## config.mk

```make
export PLATFORM = sky130hd
export DESIGN_NAME = clock_ready_interrupt_reg
export DESIGN_NICKNAME = d
export VERILOG_FILES = /design/src/clock_irq_pkg.sv /design/src/event_flag_cell.sv /design/src/clock_ready_interrupt_reg.sv
export SDC_FILE = /design/constraint.sdc
export NUM_CORES = 1
export LEC_CHECK = 0
export BUFFER_PORTS_ARGS = -buffer_cell sky130_fd_sc_hd__buf_2
export CAP_MARGIN = 20
export CORE_MARGIN = 10
export CORE_UTILIZATION = 53
export CTS_BUF_LIST = sky130_fd_sc_hd__clkbuf_4 sky130_fd_sc_hd__clkbuf_8
export CTS_CLUSTER_SIZE = 8
export DETAILED_ROUTE_END_ITERATION = 7
export PLACE_DENSITY_LB_ADDON = 0.15
export SLEW_MARGIN = 10
export SYNTH_ARGS = -nofsm -noshare
export SYNTH_HDL_FRONTEND = slang
export SYNTH_SLANG_ARGS = --single-unit
```

## constraint.sdc

```tcl
create_clock -name pclk -period 4 [get_ports pclk]
set_input_delay 0.8 -clock pclk [delete_from_list [all_inputs] [get_ports pclk]]
set_output_delay 0.8 -clock pclk [all_outputs]
set_load 0.01 [all_outputs]
```

## src/clock_irq_pkg.sv

```systemverilog
package clock_irq_pkg;

   // ----------------------------------------
   // register map
   // ----------------------------------------
   localparam logic [11:0] CTRL_OFFSET = 12'h008;
   localparam logic [11:0] IRQ_MASK_OFFSET = 12'h020;
   localparam logic [11:0] IRQ_STATUS_OFFSET = 12'h024;

   // ----------------------------------------
   // field layout
   // ----------------------------------------
   localparam int NUM_READY = 7;
   localparam int NUM_EVENTS = 8;
   localparam int FLAG_LSB = 0;
   localparam int FLAG_MSB = 7;
   localparam int EN_LSB = 8;
   localparam int EN_MSB = 14;
   localparam int CLR_LSB = 16;
   localparam int CLR_MSB = 22;
   localparam int FAIL_FLAG_BIT = 7;
   localparam int FAIL_CLR_BIT = 23;

   // ----------------------------------------
   // event slots
   // ----------------------------------------
   localparam int EV_LSI = 0;
   localparam int EV_LSE = 1;
   localparam int EV_HSI = 2;
   localparam int EV_HSE = 3;
   localparam int EV_PLL = 4;
   localparam int EV_OSC14 = 5;
   localparam int EV_OSC48 = 6;
   localparam int EV_FAIL = 7;

   // ----------------------------------------
   // reset values
   // ----------------------------------------
   localparam logic [31:0] CTRL_RESET = 32'h0000_0000;
   localparam logic [6:0] EN_RESET = 7'h00;
   localparam logic [7:0] FLAG_RESET = 8'h00;
   localparam logic [7:0] MASK_RESET = 8'hff;
   localparam logic [31:0] RDATA_RESET = 32'h0000_0000;

endpackage

```

## src/event_flag_cell.sv

```systemverilog
`timescale 1ns/1ns
module event_flag_cell (
   input wire logic pclk,
   input wire logic presetn,
   input wire logic src,
   input wire logic arm,
   input wire logic clr,
   output logic flag
);
   logic src_prev_ff;
   logic flag_ff;
   logic rise;
   logic nxt_flag;

   // ----------------------------------------
   // edge detect and sticky flag
   // ----------------------------------------
   assign rise = src & ~src_prev_ff;
   // set wins over a clear in the same cycle
   assign nxt_flag = (rise & arm) | (flag_ff & ~clr);
   assign flag = flag_ff;

   always_ff @(posedge pclk or negedge presetn) begin
      if (!presetn) begin
         src_prev_ff <= 1'b0;
         flag_ff <= 1'b0;
      end else begin
         src_prev_ff <= src;
         flag_ff <= nxt_flag;
      end
   end
endmodule

```

## src/clock_ready_interrupt_reg.sv

```systemverilog
// The implementer's own choice: the APB slave port.
`timescale 1ns/1ns
// Summary of operation
// - lowspeed internal osc turning stable with its enable set raises flag bit 0.
// - lowspeed external osc turning stable with its enable set raises flag bit 1.
// - 8 MHz internal osc turning stable with its enable set raises flag bit 2.
// - highspeed external osc turning stable with its enable set raises flag bit 3.
// - pll locking with its enable set raises flag bit 4.
// - 14 MHz internal osc ready with its enable set raises flag bit 5.
// - 48 MHz internal osc ready with enable raises bit 6; its clear bit clears it.
// - external osc failure raises flag bit 7, held until software clears it.
// - bits 8 to 14 are read/write ready enables, one enables.
// - writing one to bits 16 to 22 clears matching flag; zero does nothing.
// - writing one to bit 23 clears the failure flag; zero does nothing.
// - register sits at 0x08, resets to zero, any width, no wait states.
module clock_ready_interrupt_reg #(
   parameter int ADDR_W = 12
) (
   input wire logic pclk,
   input wire logic presetn,
   input wire logic psel,
   input wire logic penable,
   input wire logic pwrite,
   input wire logic [ADDR_W-1:0] paddr,
   input wire logic [31:0] pwdata,
   input wire logic [3:0] pstrb,
   output logic [31:0] prdata,
   output logic pready,
   output logic pslverr,
   input wire logic lowspeed_internal_osc_ready,
   input wire logic lowspeed_external_osc_ready,
   input wire logic highspeed_internal_osc_ready,
   input wire logic highspeed_external_osc_ready,
   input wire logic pll_locked,
   input wire logic internal_osc_14mhz_ready,
   input wire logic internal_osc_48mhz_ready,
   input wire logic highspeed_external_osc_fail,
   output logic clock_irq
);
   import clock_irq_pkg::*;

   // ----------------------------------------
   // declarations
   // ----------------------------------------
   logic [6:0] irq_en_ff;
   logic [6:0] nxt_irq_en;
   logic [7:0] irq_mask_ff;
   logic [7:0] nxt_irq_mask;
   logic [31:0] prdata_ff;
   logic [31:0] nxt_prdata;
   logic [7:0] event_src;
   logic [7:0] event_arm;
   logic [7:0] event_clr;
   logic [7:0] flags;
   logic [11:0] addr_word;
   logic sel_ctrl;
   logic sel_mask;
   logic sel_status;
   logic addr_hit;
   logic setup_phase;
   logic access_phase;
   logic wr_strobe;
   logic rd_setup;
   logic wr_ctrl;
   logic wr_mask;
   logic wr_status;
   logic ctrl_lane1;
   logic ctrl_lane2;
   logic [6:0] ready_clr_ctrl;
   logic fail_clr_ctrl;
   logic [7:0] status_clr;
   logic [31:0] ctrl_rdata;
   logic [31:0] mask_rdata;
   logic [31:0] status_rdata;
   logic [31:0] read_mux;
   logic lowspeed_int_ready_flag;
   logic lowspeed_ext_ready_flag;
   logic highspeed_int_ready_flag;
   logic highspeed_ext_ready_flag;
   logic pll_lock_ready_flag;
   logic osc14_ready_flag;
   logic osc48_ready_flag;
   logic clock_fail_flag;
   logic lowspeed_int_ready_irq_en;
   logic lowspeed_ext_ready_irq_en;
   logic highspeed_int_ready_irq_en;
   logic highspeed_ext_ready_irq_en;
   logic pll_lock_ready_irq_en;
   logic osc14_ready_irq_en;
   logic osc48_ready_irq_en;

   // ----------------------------------------
   // apb phase decode
   // ----------------------------------------
   assign addr_word = 12'(paddr);
   assign sel_ctrl = (addr_word == CTRL_OFFSET);
   assign sel_mask = (addr_word == IRQ_MASK_OFFSET);
   assign sel_status = (addr_word == IRQ_STATUS_OFFSET);
   assign addr_hit = sel_ctrl | sel_mask | sel_status;
   assign setup_phase = psel & ~penable;
   assign access_phase = psel & penable;
   assign pready = 1'b1;
   assign pslverr = access_phase & ~addr_hit;
   assign wr_strobe = access_phase & pwrite & pready & addr_hit;
   assign rd_setup = setup_phase & ~pwrite;

   // ----------------------------------------
   // write decode per byte lane
   // ----------------------------------------
   assign wr_ctrl = wr_strobe & sel_ctrl;
   assign wr_mask = wr_strobe & sel_mask & pstrb[0];
   assign wr_status = wr_strobe & sel_status & pstrb[0];
   assign ctrl_lane1 = wr_ctrl & pstrb[1];
   assign ctrl_lane2 = wr_ctrl & pstrb[2];
   assign ready_clr_ctrl = pwdata[CLR_MSB:CLR_LSB] & {7{ctrl_lane2}};
   assign fail_clr_ctrl = pwdata[FAIL_CLR_BIT] & ctrl_lane2;
   assign status_clr = pwdata[FLAG_MSB:FLAG_LSB] & {8{wr_status}};

   // ----------------------------------------
   // ready enables
   // ----------------------------------------
   assign nxt_irq_en = ctrl_lane1 ? pwdata[EN_MSB:EN_LSB] : irq_en_ff;
   assign lowspeed_int_ready_irq_en = irq_en_ff[EV_LSI];
   assign lowspeed_ext_ready_irq_en = irq_en_ff[EV_LSE];
   assign highspeed_int_ready_irq_en = irq_en_ff[EV_HSI];
   assign highspeed_ext_ready_irq_en = irq_en_ff[EV_HSE];
   assign pll_lock_ready_irq_en = irq_en_ff[EV_PLL];
   assign osc14_ready_irq_en = irq_en_ff[EV_OSC14];
   assign osc48_ready_irq_en = irq_en_ff[EV_OSC48];

   always_ff @(posedge pclk or negedge presetn) begin
      if (!presetn) begin
         irq_en_ff <= EN_RESET;
      end else begin
         irq_en_ff <= nxt_irq_en;
      end
   end

   // ----------------------------------------
   // interrupt mask
   // ----------------------------------------
   assign nxt_irq_mask = wr_mask ? pwdata[FLAG_MSB:FLAG_LSB] : irq_mask_ff;

   always_ff @(posedge pclk or negedge presetn) begin
      if (!presetn) begin
         irq_mask_ff <= MASK_RESET;
      end else begin
         irq_mask_ff <= nxt_irq_mask;
      end
   end

   // ----------------------------------------
   // event sources, arming and clears
   // ----------------------------------------
   assign event_src[EV_LSI] = lowspeed_internal_osc_ready;
   assign event_src[EV_LSE] = lowspeed_external_osc_ready;
   assign event_src[EV_HSI] = highspeed_internal_osc_ready;
   assign event_src[EV_HSE] = highspeed_external_osc_ready;
   assign event_src[EV_PLL] = pll_locked;
   assign event_src[EV_OSC14] = internal_osc_14mhz_ready;
   assign event_src[EV_OSC48] = internal_osc_48mhz_ready;
   assign event_src[EV_FAIL] = highspeed_external_osc_fail;

   assign event_arm[EV_LSI] = lowspeed_int_ready_irq_en;
   assign event_arm[EV_LSE] = lowspeed_ext_ready_irq_en;
   assign event_arm[EV_HSI] = highspeed_int_ready_irq_en;
   assign event_arm[EV_HSE] = highspeed_ext_ready_irq_en;
   assign event_arm[EV_PLL] = pll_lock_ready_irq_en;
   assign event_arm[EV_OSC14] = osc14_ready_irq_en;
   assign event_arm[EV_OSC48] = osc48_ready_irq_en;
   // failure flag is always armed
   assign event_arm[EV_FAIL] = 1'b1;

   assign event_clr[6:0] = ready_clr_ctrl | status_clr[6:0];
   assign event_clr[EV_FAIL] = fail_clr_ctrl | status_clr[EV_FAIL];

   // ----------------------------------------
   // sticky event flags
   // ----------------------------------------
   // rising edge of source sets, clear drops, set wins
   event_flag_cell u_lowspeed_int_cell (
      .pclk(pclk),
      .presetn(presetn),
      .src(event_src[EV_LSI]),
      .arm(event_arm[EV_LSI]),
      .clr(event_clr[EV_LSI]),
      .flag(flags[EV_LSI])
   );

   event_flag_cell u_lowspeed_ext_cell (
      .pclk(pclk),
      .presetn(presetn),
      .src(event_src[EV_LSE]),
      .arm(event_arm[EV_LSE]),
      .clr(event_clr[EV_LSE]),
      .flag(flags[EV_LSE])
   );

   event_flag_cell u_highspeed_int_cell (
      .pclk(pclk),
      .presetn(presetn),
      .src(event_src[EV_HSI]),
      .arm(event_arm[EV_HSI]),
      .clr(event_clr[EV_HSI]),
      .flag(flags[EV_HSI])
   );

   event_flag_cell u_highspeed_ext_cell (
      .pclk(pclk),
      .presetn(presetn),
      .src(event_src[EV_HSE]),
      .arm(event_arm[EV_HSE]),
      .clr(event_clr[EV_HSE]),
      .flag(flags[EV_HSE])
   );

   event_flag_cell u_pll_lock_cell (
      .pclk(pclk),
      .presetn(presetn),
      .src(event_src[EV_PLL]),
      .arm(event_arm[EV_PLL]),
      .clr(event_clr[EV_PLL]),
      .flag(flags[EV_PLL])
   );

   event_flag_cell u_osc14_cell (
      .pclk(pclk),
      .presetn(presetn),
      .src(event_src[EV_OSC14]),
      .arm(event_arm[EV_OSC14]),
      .clr(event_clr[EV_OSC14]),
      .flag(flags[EV_OSC14])
   );

   event_flag_cell u_osc48_cell (
      .pclk(pclk),
      .presetn(presetn),
      .src(event_src[EV_OSC48]),
      .arm(event_arm[EV_OSC48]),
      .clr(event_clr[EV_OSC48]),
      .flag(flags[EV_OSC48])
   );

   event_flag_cell u_clock_fail_cell (
      .pclk(pclk),
      .presetn(presetn),
      .src(event_src[EV_FAIL]),
      .arm(event_arm[EV_FAIL]),
      .clr(event_clr[EV_FAIL]),
      .flag(flags[EV_FAIL])
   );

   assign lowspeed_int_ready_flag = flags[EV_LSI];
   assign lowspeed_ext_ready_flag = flags[EV_LSE];
   assign highspeed_int_ready_flag = flags[EV_HSI];
   assign highspeed_ext_ready_flag = flags[EV_HSE];
   assign pll_lock_ready_flag = flags[EV_PLL];
   assign osc14_ready_flag = flags[EV_OSC14];
   assign osc48_ready_flag = flags[EV_OSC48];
   assign clock_fail_flag = flags[EV_FAIL];

   // ----------------------------------------
   // interrupt output
   // ----------------------------------------
   assign clock_irq = |(flags & irq_mask_ff);

   // ----------------------------------------
   // read data
   // ----------------------------------------
   // clear bits are write-only and read as zero
   assign ctrl_rdata = {
      8'h00,
      8'h00,
      1'b0,
      osc48_ready_irq_en,
      osc14_ready_irq_en,
      pll_lock_ready_irq_en,
      highspeed_ext_ready_irq_en,
      highspeed_int_ready_irq_en,
      lowspeed_ext_ready_irq_en,
      lowspeed_int_ready_irq_en,
      clock_fail_flag,
      osc48_ready_flag,
      osc14_ready_flag,
      pll_lock_ready_flag,
      highspeed_ext_ready_flag,
      highspeed_int_ready_flag,
      lowspeed_ext_ready_flag,
      lowspeed_int_ready_flag
   };
   assign mask_rdata = {24'h00_0000, irq_mask_ff};
   assign status_rdata = {24'h00_0000, flags};
   assign read_mux = sel_ctrl ? ctrl_rdata :
                     sel_mask ? mask_rdata :
                     sel_status ? status_rdata : RDATA_RESET;
   assign nxt_prdata = rd_setup ? read_mux : prdata_ff;
   assign prdata = prdata_ff;

   always_ff @(posedge pclk or negedge presetn) begin
      if (!presetn) begin
         prdata_ff <= RDATA_RESET;
      end else begin
         prdata_ff <= nxt_prdata;
      end
   end
endmodule

```

### Word-level counts from Yosys, hierarchy flattened

Cells that the tools add are included.

* input port bits: 61
* word-level logic and storage cells: 97
* output and inout port bits: 35
* flip-flop bits (word level): 63

* bitwise logic cells: 71
* reduce and logical (&&, ||, !) cells: 1
* mux-type cells: 3
* eq/ne operators: 3

Operators by type and width (number)
* 1-bit AND: 37
* 12-bit by 6-bit equality test with 1-bit output (second input constant): 2
* 1-bit inverter: 19
* 8-bit AND: 2
* 8-bit 2-to-1 mux: 2
* 15-bit 2-to-1 mux: 1
* 12-bit by 4-bit equality test with 1-bit output (second input constant): 1
* 1-bit OR: 11
* 8-bit OR reduction: 1
* 7-bit AND: 1
* 7-bit OR: 1

### Depth between registers and ports, before layout

Gate-level depths: netlist of run 1.

* depth in word-level cells: 11
* depth in mapped cells: 6

### By module

From an unflattened synthesis of run 1, not the netlist that was laid out.

* cell total of the unflattened synthesis: 179
* area total of the unflattened synthesis: 2159.6 um^2

By module, submodules not included
* clock_ready_interrupt_reg: instances 1, cells an instance 139, area an instance 1599.0 um^2, seq. area each 760.7 um^2
* event_flag_cell: instances 8, cells an instance 5, area an instance 70.1 um^2, seq. area each 50.0 um^2

### Least setup slack after synthesis of run 1

Ideal clock, no wire load.

* path type: input -> output
* start point: input port paddr[11]
* end point: output port pslverr
* path slack: 1536 ps
* buffers on the path: 2
* arrival time: 1664 ps
* cell stages on the path: 5
* cell sequence: nor4_2 > and3b_1 > buf_4 > buf_6 > a21oi_1

* word-level cells in the longest chain between the ends: 5

RTL lines
* start: declaration: line clock_ready_interrupt_reg.sv:24 `input wire logic [ADDR_W-1:0] paddr,`
* 12-bit by 4-bit equality test with 1-bit output or 12-bit by 6-bit equality test with 1-bit output (tied branches): line clock_ready_interrupt_reg.sv:96, clock_ready_interrupt_reg.sv:97
* 1-bit OR: line clock_ready_interrupt_reg.sv:99 `assign addr_hit = sel_ctrl | sel_mask | sel_status;`
* 1-bit OR (*): line clock_ready_interrupt_reg.sv:99
* 1-bit inverter (*): line clock_ready_interrupt_reg.sv:103 `assign pslverr = access_phase & ~addr_hit;`
* 1-bit AND (*): line clock_ready_interrupt_reg.sv:103
* end: declaration: line clock_ready_interrupt_reg.sv:29 `output logic pslverr,`

Every way passes the cells marked *; elsewhere a longest branch is shown, timed or not.

### Worst setup path in the final report of run 1

* start point: input port paddr[9]
* end point: output port pslverr

The elaborated chain is that of the path after synthesis.

==> results of run 1 <==
[cell families after synthesis]
group,synth area share [%]
flops,52.52
simple gates,16.98
other cells,0.3397
buf+inv,9.281
compound gates,13.24
mux,7.640
[layout by cell type, fill, tap and decap left out, types with 2 or more instances in the layout]
cell type / netlist / layout
nand3_1: 9 / 9
buf_2: 2 / 67
a21o_1: 8 / 8
mux2_2: 15 / 15
nand4_1: 11 / 11
nand3b_1: 2 / 2
a22oi_1: 4 / 4
nand2_1: 9 / 9
o21ai_0: 9 / 9
a22o_1: 7 / 7
dfstp_2: 8 / 8
a31o_2: 6 / 6
clkbuf_4: 0 / 3
and3b_1: 8 / 8
dfrtp_1: 38 / 38
conb_1: 2 / 18
clkbuf_8: 0 / 5
inv_1: 10 / 10
[metrics by stage]
stage	util (%)	hold slack [ns]	setup slack (ns)
3_5_place_dp	62.27	0.4871	1.480
6_report	64.53	0.5030	1.484
4_1_cts	64.53	0.5094	1.473
3_3_place_gp	62.27	0.4862	1.494
5_1_grt	64.53	0.5286	1.376
2_1_floorplan	-	0.4724	1.536
[layout make-up]
cell class,instances,area (um2)
Multi-Input combinational cell,123,904.6
Timing Repair Buffer,68,342.8
Tap cell,50,62.56
Fill cell,340,1429
Inverter,10,37.54
Clock buffer,8,91.34
Sequential cell,46,1161
[routing by layer]
| metal | global-route usage (%) | vias up | part of all wire [%] | routed length (um) |
|---|---|---|---|---|
| li1 | - | 773 | - | - |
| met1 | 17.37 | 758 | 43 | 2149 |
| met2 | 22.86 | 69 | 45 | 2259 |
| met3 | 7.440 | 6 | 12 | 597 |
| met4 | 3.144 | 0 | 0.77 | 39 |
| met5 | 0 | - | 0 | 0 |
[critical path, stage by stage]
cell,delay [ns]
buf_2,0.11
nor4_4,0.34
and3b_1,0.25
a21oi_1,0.07
buf_2,0.14
[where the power goes]
part	switching, W	internal [W]	total (W)
clock network	0.000139	0.000145	0.000283
logic	0.0000386	0.0000231	0.0000617
registers	0.00000125	0.000470	0.000471
[worst paths after layout]
path                                 from         end  slack (ns)
setup / recovery                 paddr[9]     pslverr        1.48
hold / removal                 prdata[11]  prdata[11]        0.50
setup reg to reg           irq_mask_ff[2]   prdata[2]        3.09
hold reg to reg                prdata[11]  prdata[11]        0.50
max in group asynchronous         presetn   prdata[7]        2.74
min in group asynchronous         presetn  prdata[13]        0.67
==> key figures, run 1 <==
Final layout
  – Max reg flops: 15
  – Diode count: 0
  – Area grow syn2layout: 17.60%
  – Final nets: 315
  – Final Cell Area: 2600 um2
  – Post-route insts no fill: 305
  – Layout cells sized above 1: 44.31%

Setup path
  – Critical path class: input pin to output pin
  – Critical Path Start Type: input pin
  – Worst path required time: 3.20 ns
  – Worst EP arrival: 1.72 ns
  – Critical path fanouts, max: 4
  – R2r worst-path depth: 3
  – Critical Path End Type: output pin

Yosys
  – FF+latch count, synth: 46
  – Number of flops mapped to enable cells by yosys: 0
  – Count leader, synth: dfrtp_1
  – Main flop type after synthesis: dfrtp_1
  – Synth top area cells: dfrtp_1 43%, dfstp_2 9.5%, mux2_2 7.6%
  – Largest area contributor in the netlist: dfrtp_1
  – Synth top cells by count: 38 x dfrtp_1, 19 x buf_4, 15 x mux2_2, 11 x nand4_1, 10 x inv_1
  – Syn avg cell area: 11.89 um2
  – Synthesized cell area: 2211 um2
  – Top cell type's share of synthesized area: 43.01%
  – Synth warn: 0
  – Netlist cell types: 36
  – Seq/Total Area, Yosys: 52.52%
  – Ys async rst share: 100.0%
  – Mapped Cells: 186

Drt
  – Wirelength per Cell: 16.54 um
  – DR pass1 iterations: 4
  – DRC: 0
  – Vias: 1,606
  – Routed WL: 5.046 mm
  – Vias/cell: 5.266
  – Final ANT Viol Nets: 0
  – Drt initial violations: 71

Clock tree
  – Clock Path Buffers: 2
  – Postcts setup bufs: 0
  – Clk sink count: 46
  – Clk Latency, worst-skew pair: 0.29 ns
  – Clock slew at reported path FFs: 0.07 ns
  – Hold buffer count at cts: 0
  – Inserted Clock Buffers: 5
  – Clock root cell: clkbuf_8
  – H-tree Lvls: 2
  – CTS tree: built
  – PostCTS Resize Cnt: 0

Timing
  – Relative slew slack: 34.99%
  – Fraction of the cycle the final worst path needs: 62.90%
  – Final Critical Period: 2.516 ns
  – Setup Skew: 0.004071 ns
  – Slew @ Worst Pin: 0.9752 ns
  – Final Hold Vio Count: 0
  – Setup Viol. Count Final: 0
  – Max Slew Vio Count: 0
  – Fmax: 397.5 MHz
  – Setup TNS: 0 ns
  – RSZ-0062 raised after global routing: false

Place
  – DP Area: 2509 um2
  – Gp weighted congestion: 0.8107
  – IO Port Bufs: 67
  – Post-DP HPWL: 4.008 mm
  – Placed insts: 297

Floorplanning
  – Initial core utilization: 54.88%
  – Row count: 23
  – Die width: 84.59 um
  – Die Ht: 84.59 um
  – Core Region: 4029 um2
  – I/O pin cnt: 96
  – Die area: 7155 um2

Outcome
  – Status: completed

Global routing
  – Number of global-route vias before repair: 1,808
  – First-pass GRT wire length: 8.776 mm
  – GRT overflow: 0
  – Initial antenna violation count: 0
  – All-Layer GR Usage: 14.53%
  – Largest net degree at the start of global routing: 47

Pwr
  – Tot Pwr: 0.0008160 W
  – Pleak: 1.363 nW
  – Pwr/cell area: 313.9 nW/um2
  – Max VDD drop: 297.6 uV

Job
  – Max-cap check violation count: 0

Hold path
  – Tightest Hold Check Type: flop to flop
  – Hold depth: 1
(Power assumes the default switching activity.)
==> run 2, diff against run 1 <==
--- a/config.mk
+++ b/config.mk
@@ -8,7 +8,7 @@
 export BUFFER_PORTS_ARGS = -buffer_cell sky130_fd_sc_hd__buf_2
 export CAP_MARGIN = 20
 export CORE_MARGIN = 10
-export CORE_UTILIZATION = 53
+export CORE_UTILIZATION = 44
 export CTS_BUF_LIST = sky130_fd_sc_hd__clkbuf_4 sky130_fd_sc_hd__clkbuf_8
 export CTS_CLUSTER_SIZE = 8
 export DETAILED_ROUTE_END_ITERATION = 7
==> constraint.sdc (replaced) <==
create_clock -name pclk -period 2.2 [get_ports pclk]
set_input_delay 0.44 -clock pclk [delete_from_list [all_inputs] [get_ports pclk]]
set_output_delay 0.44 -clock pclk [all_outputs]
set_load 0.01 [all_outputs]
==> key figures, run 2 (synthesized netlist as in run 1, its figures left out) <==
Clock tree
  – Clock root cell: clkbuf_8
  – CTS tree: built
  – PostCTS Resize Cnt: 0
  – Postcts setup bufs: 0
  – Clock Path Buffers: 2
  – H-tree Lvls: 2
  – Clk sink count: 46
  – Inserted Clock Buffers: 5
  – Hold buffer count at cts: 0
  – Clock slew at reported path FFs: 0.09 ns
  – Clk Latency, worst-skew pair: 0.30 ns

Setup path
  – CP cell instances: buf_2 > nor4_2 > and3b_1 > a21oi_1 > buf_2
  – Worst R2R Start: irq_mask_ff[5]
  – Critical Path End Type: output pin
  – Worst Path Buf+Inv: 2
  – Critical path class: input pin to output pin
  – Crit-path leading delay family: simple AND/OR/NAND/NOR gates
  – CP dominant cell by count: buf_2
  – Critical path fanouts, max: 3
  – Worst EP arrival: 1.42 ns
  – Critical Path Start Type: input pin
  – Max stage delay on crit path: 0.36 ns
  – Worst path required time: 1.76 ns
  – CP startpoint: paddr[11]
  – Crit-path slowest cell: nor4_2

Drt
  – DRC: 0
  – Final ANT Viol Nets: 0
  – Drt initial violations: 71
  – Vias: 1,632
  – Routed WL: 5.457 mm
  – DR pass1 iterations: 4
  – Vias/cell: 4.976
  – Wirelength per Cell: 16.64 um

Pwr
  – Comb pwr share: 7.7%
  – Share of total power in the clock network: 36.0%
  – Sequential share of power: 56.3%
  – Pwr/cell area: 568.9 nW/um2
  – Max VDD drop: 424.7 uV
  – Sw Share: 23.36%
  – Int Pwr: 0.001164 W
  – NetSw: 0.0003549 W
  – Pleak: 1.396 nW

Floorplanning
  – Die width: 90.89 um
  – Die Ht: 90.89 um
  – Row count: 25
  – Initial core utilization: 46.20%
  – I/O pin cnt: 96
  – Core Region: 4786 um2
  – Die area: 8260 um2

Final layout
  – Commonest non-fill, non-tap cell in the layout: buf_2
  – Layout cells sized above 1: 45.59%
  – Commonest non-fill, non-tap cells in the layout: 67 x buf_2, 38 x dfrtp_1, 18 x conb_1
  – Diode count: 0
  – Area grow syn2layout: 20.77%
  – Fillers: 434
  – Final Cell Area: 2670 um2
  – Max reg flops: 15
  – Final nets: 321

Timing
  – Setup Viol. Count Final: 0
  – Fraction of the cycle the final worst path needs: 84.52%
  – Setup Skew: 0.009766 ns
  – RSZ-0062 raised after global routing: false
  – Slew @ Worst Pin: 0.5672 ns
  – Final Hold Vio Count: 0
  – Setup TNS: 0 ns
  – Max Slew Vio Count: 0
  – Relative slew slack: 62.19%
  – Final Critical Period: 1.859 ns
  – Fmax: 537.8 MHz

Global routing
  – Number of global-route vias before repair: 1,874
  – Initial antenna violation count: 0
  – GRT overflow: 0
  – Largest net degree at the start of global routing: 47
  – All-Layer GR Usage: 13.84%
  – First-pass GRT wire length: 9.349 mm

Outcome
  – Status: completed

Hold path
  – Tightest Hold Check Type: input pin to async pin

Place
  – Post-DP HPWL: 4.263 mm
  – Gp weighted congestion: 0.7704
  – DP Area: 2575 um2
  – IO Port Bufs: 67

Job
  – Max-cap check violation count: 0
==> run 2: per-stage QoR <==
step	utilization, %	total power, W	std cells	hold WS, ns	worst slack, ns
after floorplan	-	0.0009321	202	0.1444	0.4558
after global routing	55.79	0.001584	328	0.2364	0.2671
after detailed placement	53.80	0.0009886	320	0.4868	0.2041
after CTS	55.79	0.001534	328	0.2303	0.3381
after global placement	53.80	0.0009878	320	0.4871	0.2188
final	55.79	0.001519	328	0.2137	0.3406
==> run 2: worst reg2reg max path, delay by kind of cell, from the launching register on <==
kind	cells	cell delay, ns
buf+inv	1	0.04
flops	1	0.55
compound gates	2	0.26
==> run 2: power groups by stage <==
stage	clock, W	combinational, W	sequential (W)
finish	0.000547	0.000117	0.000856
global placement	0	0.000116	0.000872
detailed placement	0	0.000117	0.000872
floorplan	0	0.0000606	0.000872
CTS	0.000561	0.000117	0.000856
global route	0.000594	0.000133	0.000857
==> run 2: metal layers <==
metal	GRT usage [%]	wire length [um]	part of all wire [%]
met1	17.37	2471	45
met2	20.07	2285	42
met3	7.149	641	12
met4	4.308	58	1.1
met5	0	0	0
==> run 2: final cells by class <==
cell class / instances / area [um2] / share of cell area, %
Sequential cell: 46 / 1161 / 43.49
Multi-Input combinational cell: 123 / 904.6 / 33.88
Timing Repair Buffer: 74 / 387.9 / 14.53
Clock buffer: 7 / 90.09 / 3.374
Tap cell: 67 / 83.83 / 3.140
Inverter: 10 / 37.54 / 1.406
Clock inverter: 1 / 5.005 / 0.1874
==> run 2: worst paths after layout <==
check                      slack (ns)                                to  cells past startpoint
min reg2reg                      0.51                        prdata[10]                      1
min in group pclk                0.25  u_highspeed_int_cell.src_prev_ff                      1
max reg2reg                      1.29                         prdata[5]                      3
max in group asynchronous        1.60                        prdata[14]                      2
max                              0.34                           pslverr                      5
min                              0.21                        prdata[11]                      2
==> run 3, diff against run 2 <==
--- a/config.mk
+++ b/config.mk
@@ -5,10 +5,11 @@
 export SDC_FILE = /design/constraint.sdc
 export NUM_CORES = 1
 export LEC_CHECK = 0
+export ABC_AREA = 1
 export BUFFER_PORTS_ARGS = -buffer_cell sky130_fd_sc_hd__buf_2
 export CAP_MARGIN = 20
 export CORE_MARGIN = 10
-export CORE_UTILIZATION = 44
+export CORE_UTILIZATION = 45
 export CTS_BUF_LIST = sky130_fd_sc_hd__clkbuf_4 sky130_fd_sc_hd__clkbuf_8
 export CTS_CLUSTER_SIZE = 8
 export DETAILED_ROUTE_END_ITERATION = 7
==> constraint.sdc (replaced) <==
create_clock -name pclk -period 1.6 [get_ports pclk]
set_input_delay 0.32 -clock pclk [delete_from_list [all_inputs] [get_ports pclk]]
set_output_delay 0.32 -clock pclk [all_outputs]
set_load 0.01 [all_outputs]
==> key figures, run 3 <==
Outcome
  – Status: completed

Place
  – IO Port Bufs: 67
  – DP Area: 2728 um2
  – Post-DP HPWL: 4.227 mm
  – Place WS: -0.04005 ns
  – Gp weighted congestion: 0.8320

Yosys
  – Count leader, synth: nand2_1
  – Mapped Cells: 290
  – Synth warn: 0
  – Number of flops mapped to enable cells by yosys: 0
  – Main flop type after synthesis: dfrtp_1
  – Seq/Total Area, Yosys: 49.63%
  – Ys async rst share: 100.0%
  – Syn avg cell area: 8.068 um2
  – Netlist cell types: 27
  – FF+latch count, synth: 46
  – Synthesized cell area: 2340 um2
  – Synth top cells by count: 86 x nand2_1, 38 x dfrtp_1, 33 x inv_1, 18 x buf_4
  – Synth top area cells: dfrtp_1 41%, nand2_1 14%, dfstp_2 9.0%
  – Top cell type's share of synthesized area: 40.64%
  – Largest area contributor in the netlist: dfrtp_1

Hold path
  – HP Start: highspeed_external_osc_fail
  – Tightest Hold Check Type: input pin to flop

Floorplanning
  – I/O pin cnt: 96
  – Core Region: 5075 um2
  – Die area: 8483 um2
  – Die width: 92.11 um
  – Die Ht: 92.11 um
  – Initial core utilization: 46.10%
  – Row count: 26

Final layout
  – Final Cell Area: 2899 um2
  – Diode count: 0
  – Commonest non-fill, non-tap cell in the layout: nand2_1
  – Commonest non-fill, non-tap cells in the layout: 86 x nand2_1, 67 x buf_2, 38 x dfrtp_1
  – Layout cells sized above 1: 29.08%
  – Area grow syn2layout: 23.90%
  – Fillers: 494
  – Final nets: 428
  – Max reg flops: 15

Clock tree
  – H-tree Lvls: 2
  – Clock Path Buffers: 2
  – Clock slew at reported path FFs: 0.09 ns
  – Clock root cell: clkbuf_8
  – Clk sink count: 46
  – Inserted Clock Buffers: 5
  – CTS tree: built
  – Clk Latency, worst-skew pair: 0.29 ns

Timing
  – Setup Viol. Count Final: 0
  – RSZ-0062 raised after global routing: true
  – Setup Skew: 0.007141 ns
  – Setup TNS: 0 ns
  – Final Critical Period: 1.553 ns
  – Final Hold Vio Count: 0
  – Max Slew Vio Count: 0
  – Final setup margin: 0.04654 ns
  – Fraction of the cycle the final worst path needs: 97.09%
  – Fmax: 643.7 MHz

Setup path
  – Critical path class: flop to output pin
  – Max stage delay on crit path: 0.41 ns
  – Worst EP arrival: 1.23 ns
  – CP startpoint: u_clock_fail_cell.flag
  – Worst path required time: 1.28 ns
  – CP cell instances: nand2_1 > nand2_1 > a221oi_2 > nand2_1 > buf_2
  – CP dominant cell by count: nand2_1
  – Worst R2R Start: irq_mask_ff[1]
  – Crit-path slowest cell: dfrtp_1
  – Critical Path End Type: output pin
  – Critical Path Start Type: flop
  – Critical path fanouts, max: 3

Global routing
  – GRT overflow: 0
  – Initial antenna violation count: 0
  – First-pass GRT wire length: 9.052 mm
  – Number of global-route vias before repair: 1,960
  – Largest net degree at the start of global routing: 31
  – All-Layer GR Usage: 12.66%

Drt
  – Vias/cell: 4.381
  – DRC: 0
  – Wirelength per Cell: 12.15 um
  – DR pass1 iterations: 4
  – Final ANT Viol Nets: 0
  – Drt initial violations: 81
  – Routed WL: 5.323 mm
  – Vias: 1,919

Pwr
  – Tot Pwr: 0.002351 W
  – Max VDD drop: 530.1 uV
  – Pleak: 1.511 nW
  – Comb pwr share: 11.2%
  – NetSw: 0.0005523 W
  – Pwr/cell area: 811.0 nW/um2
  – Sequential share of power: 52.0%
  – Int Pwr: 0.001799 W
  – Share of total power in the clock network: 36.8%
  – Sw Share: 23.49%

Job
  – Max-cap check violation count: 0
[run 3: cell count changes after synthesis, sizes merged, moves of 5 or more]
cell and change:
clkinv +14, o21ai +6, mux2 -15, nand2 +80
a22o -7, inv +24, o22ai +7, and3b -8
a31o -7, a21o -8, nor2 +17, a21oi +7
nand3b +5
[run 3: cell type report]
class / count / area, um2 / share of cell area [%]
clock buffers: 6 / 76.32 / 2.633
clock inverters: 2 / 37.54 / 1.295
inverters: 48 / 180.2 / 6.215
multi-input cells: 188 / 910.9 / 31.42
flip-flops and latches: 46 / 1161 / 40.05
well taps: 70 / 87.58 / 3.021
repair buffers: 78 / 445.4 / 15.36
[run 3: power groups by stage]
stage	Clock, W	Sequential, W	Combinational (W)
global route	0.000943	0.00123	0.000302
finish	0.000865	0.00122	0.000263
detailed placement	0	0.00125	0.000263
CTS	0.000894	0.00122	0.000266
global placement	0	0.00124	0.000261
floorplan	0	0.00126	0.000128
[run 3: cell families after synthesis]
logic type / after synthesis / share of synthesized area, %
AO/OA/AOI/OAI: 33 / 7.861
buffers and inverters: 72 / 14.97
flip-flops: 46 / 49.63
other: 2 / 0.3210
AND/OR/NAND/NOR: 137 / 27.22
[run 3: worst max-delay path: cells and delay by family, from the launching register on]
family / cells / cell delay [ns]
AND/OR/NAND/NOR: 3 / 0.22
flip-flops: 1 / 0.41
AO/OA/AOI/OAI: 1 / 0.16
buffers and inverters: 1 / 0.15
[run 3: layer usage]
layer / track usage [%] / vias up / part of all wire (%)
li1: - / 1022 / -
met1: 15.26 / 844 / 44
met2: 20.65 / 47 / 48
met3: 4.482 / 6 / 6.6
met4: 3.985 / 0 / 1.1
met5: 0 / - / 0
[run 3: worst paths after layout]
kind                                                      end  slack [ns]  cells past startpoint
worst max-delay path                                clock_irq        0.05                      5
worst min-delay path            u_clock_fail_cell.src_prev_ff        0.14                      1
worst max register to register                      prdata[1]        0.65                      4
worst min register to register           u_pll_lock_cell.flag        0.48                      2
max in group asynchronous                u_pll_lock_cell.flag        0.62                      3
min in group asynchronous                           prdata[7]        0.49                      2
[run 3: per-stage QoR]
| stage | utilization [%] | hold WS [ns] | cells |
|---|---|---|---|
| 4_1_cts | 56.61 | 0.1338 | 436 |
| 6_report | 57.13 | 0.1443 | 438 |
| 2_1_floorplan | - | 0.02441 | 306 |
| 3_5_place_dp | 53.75 | 0.2688 | 425 |
| 5_1_grt | 57.13 | 0.1272 | 438 |
| 3_3_place_gp | 53.75 | 0.2699 | 425 |
[run 3: timing repair]
| action | in CTS | in global routing |
|---|---|---|
| pin swaps | 1 | 2 |
| hold buffers | 1 | 0 |
| hold endpoints to repair | 8 | 0 |
| endpoints found under the setup margin | 2 | 2 |
| buffers inserted | 2 | 2 |
| gates resized for setup | 1 | 2 |
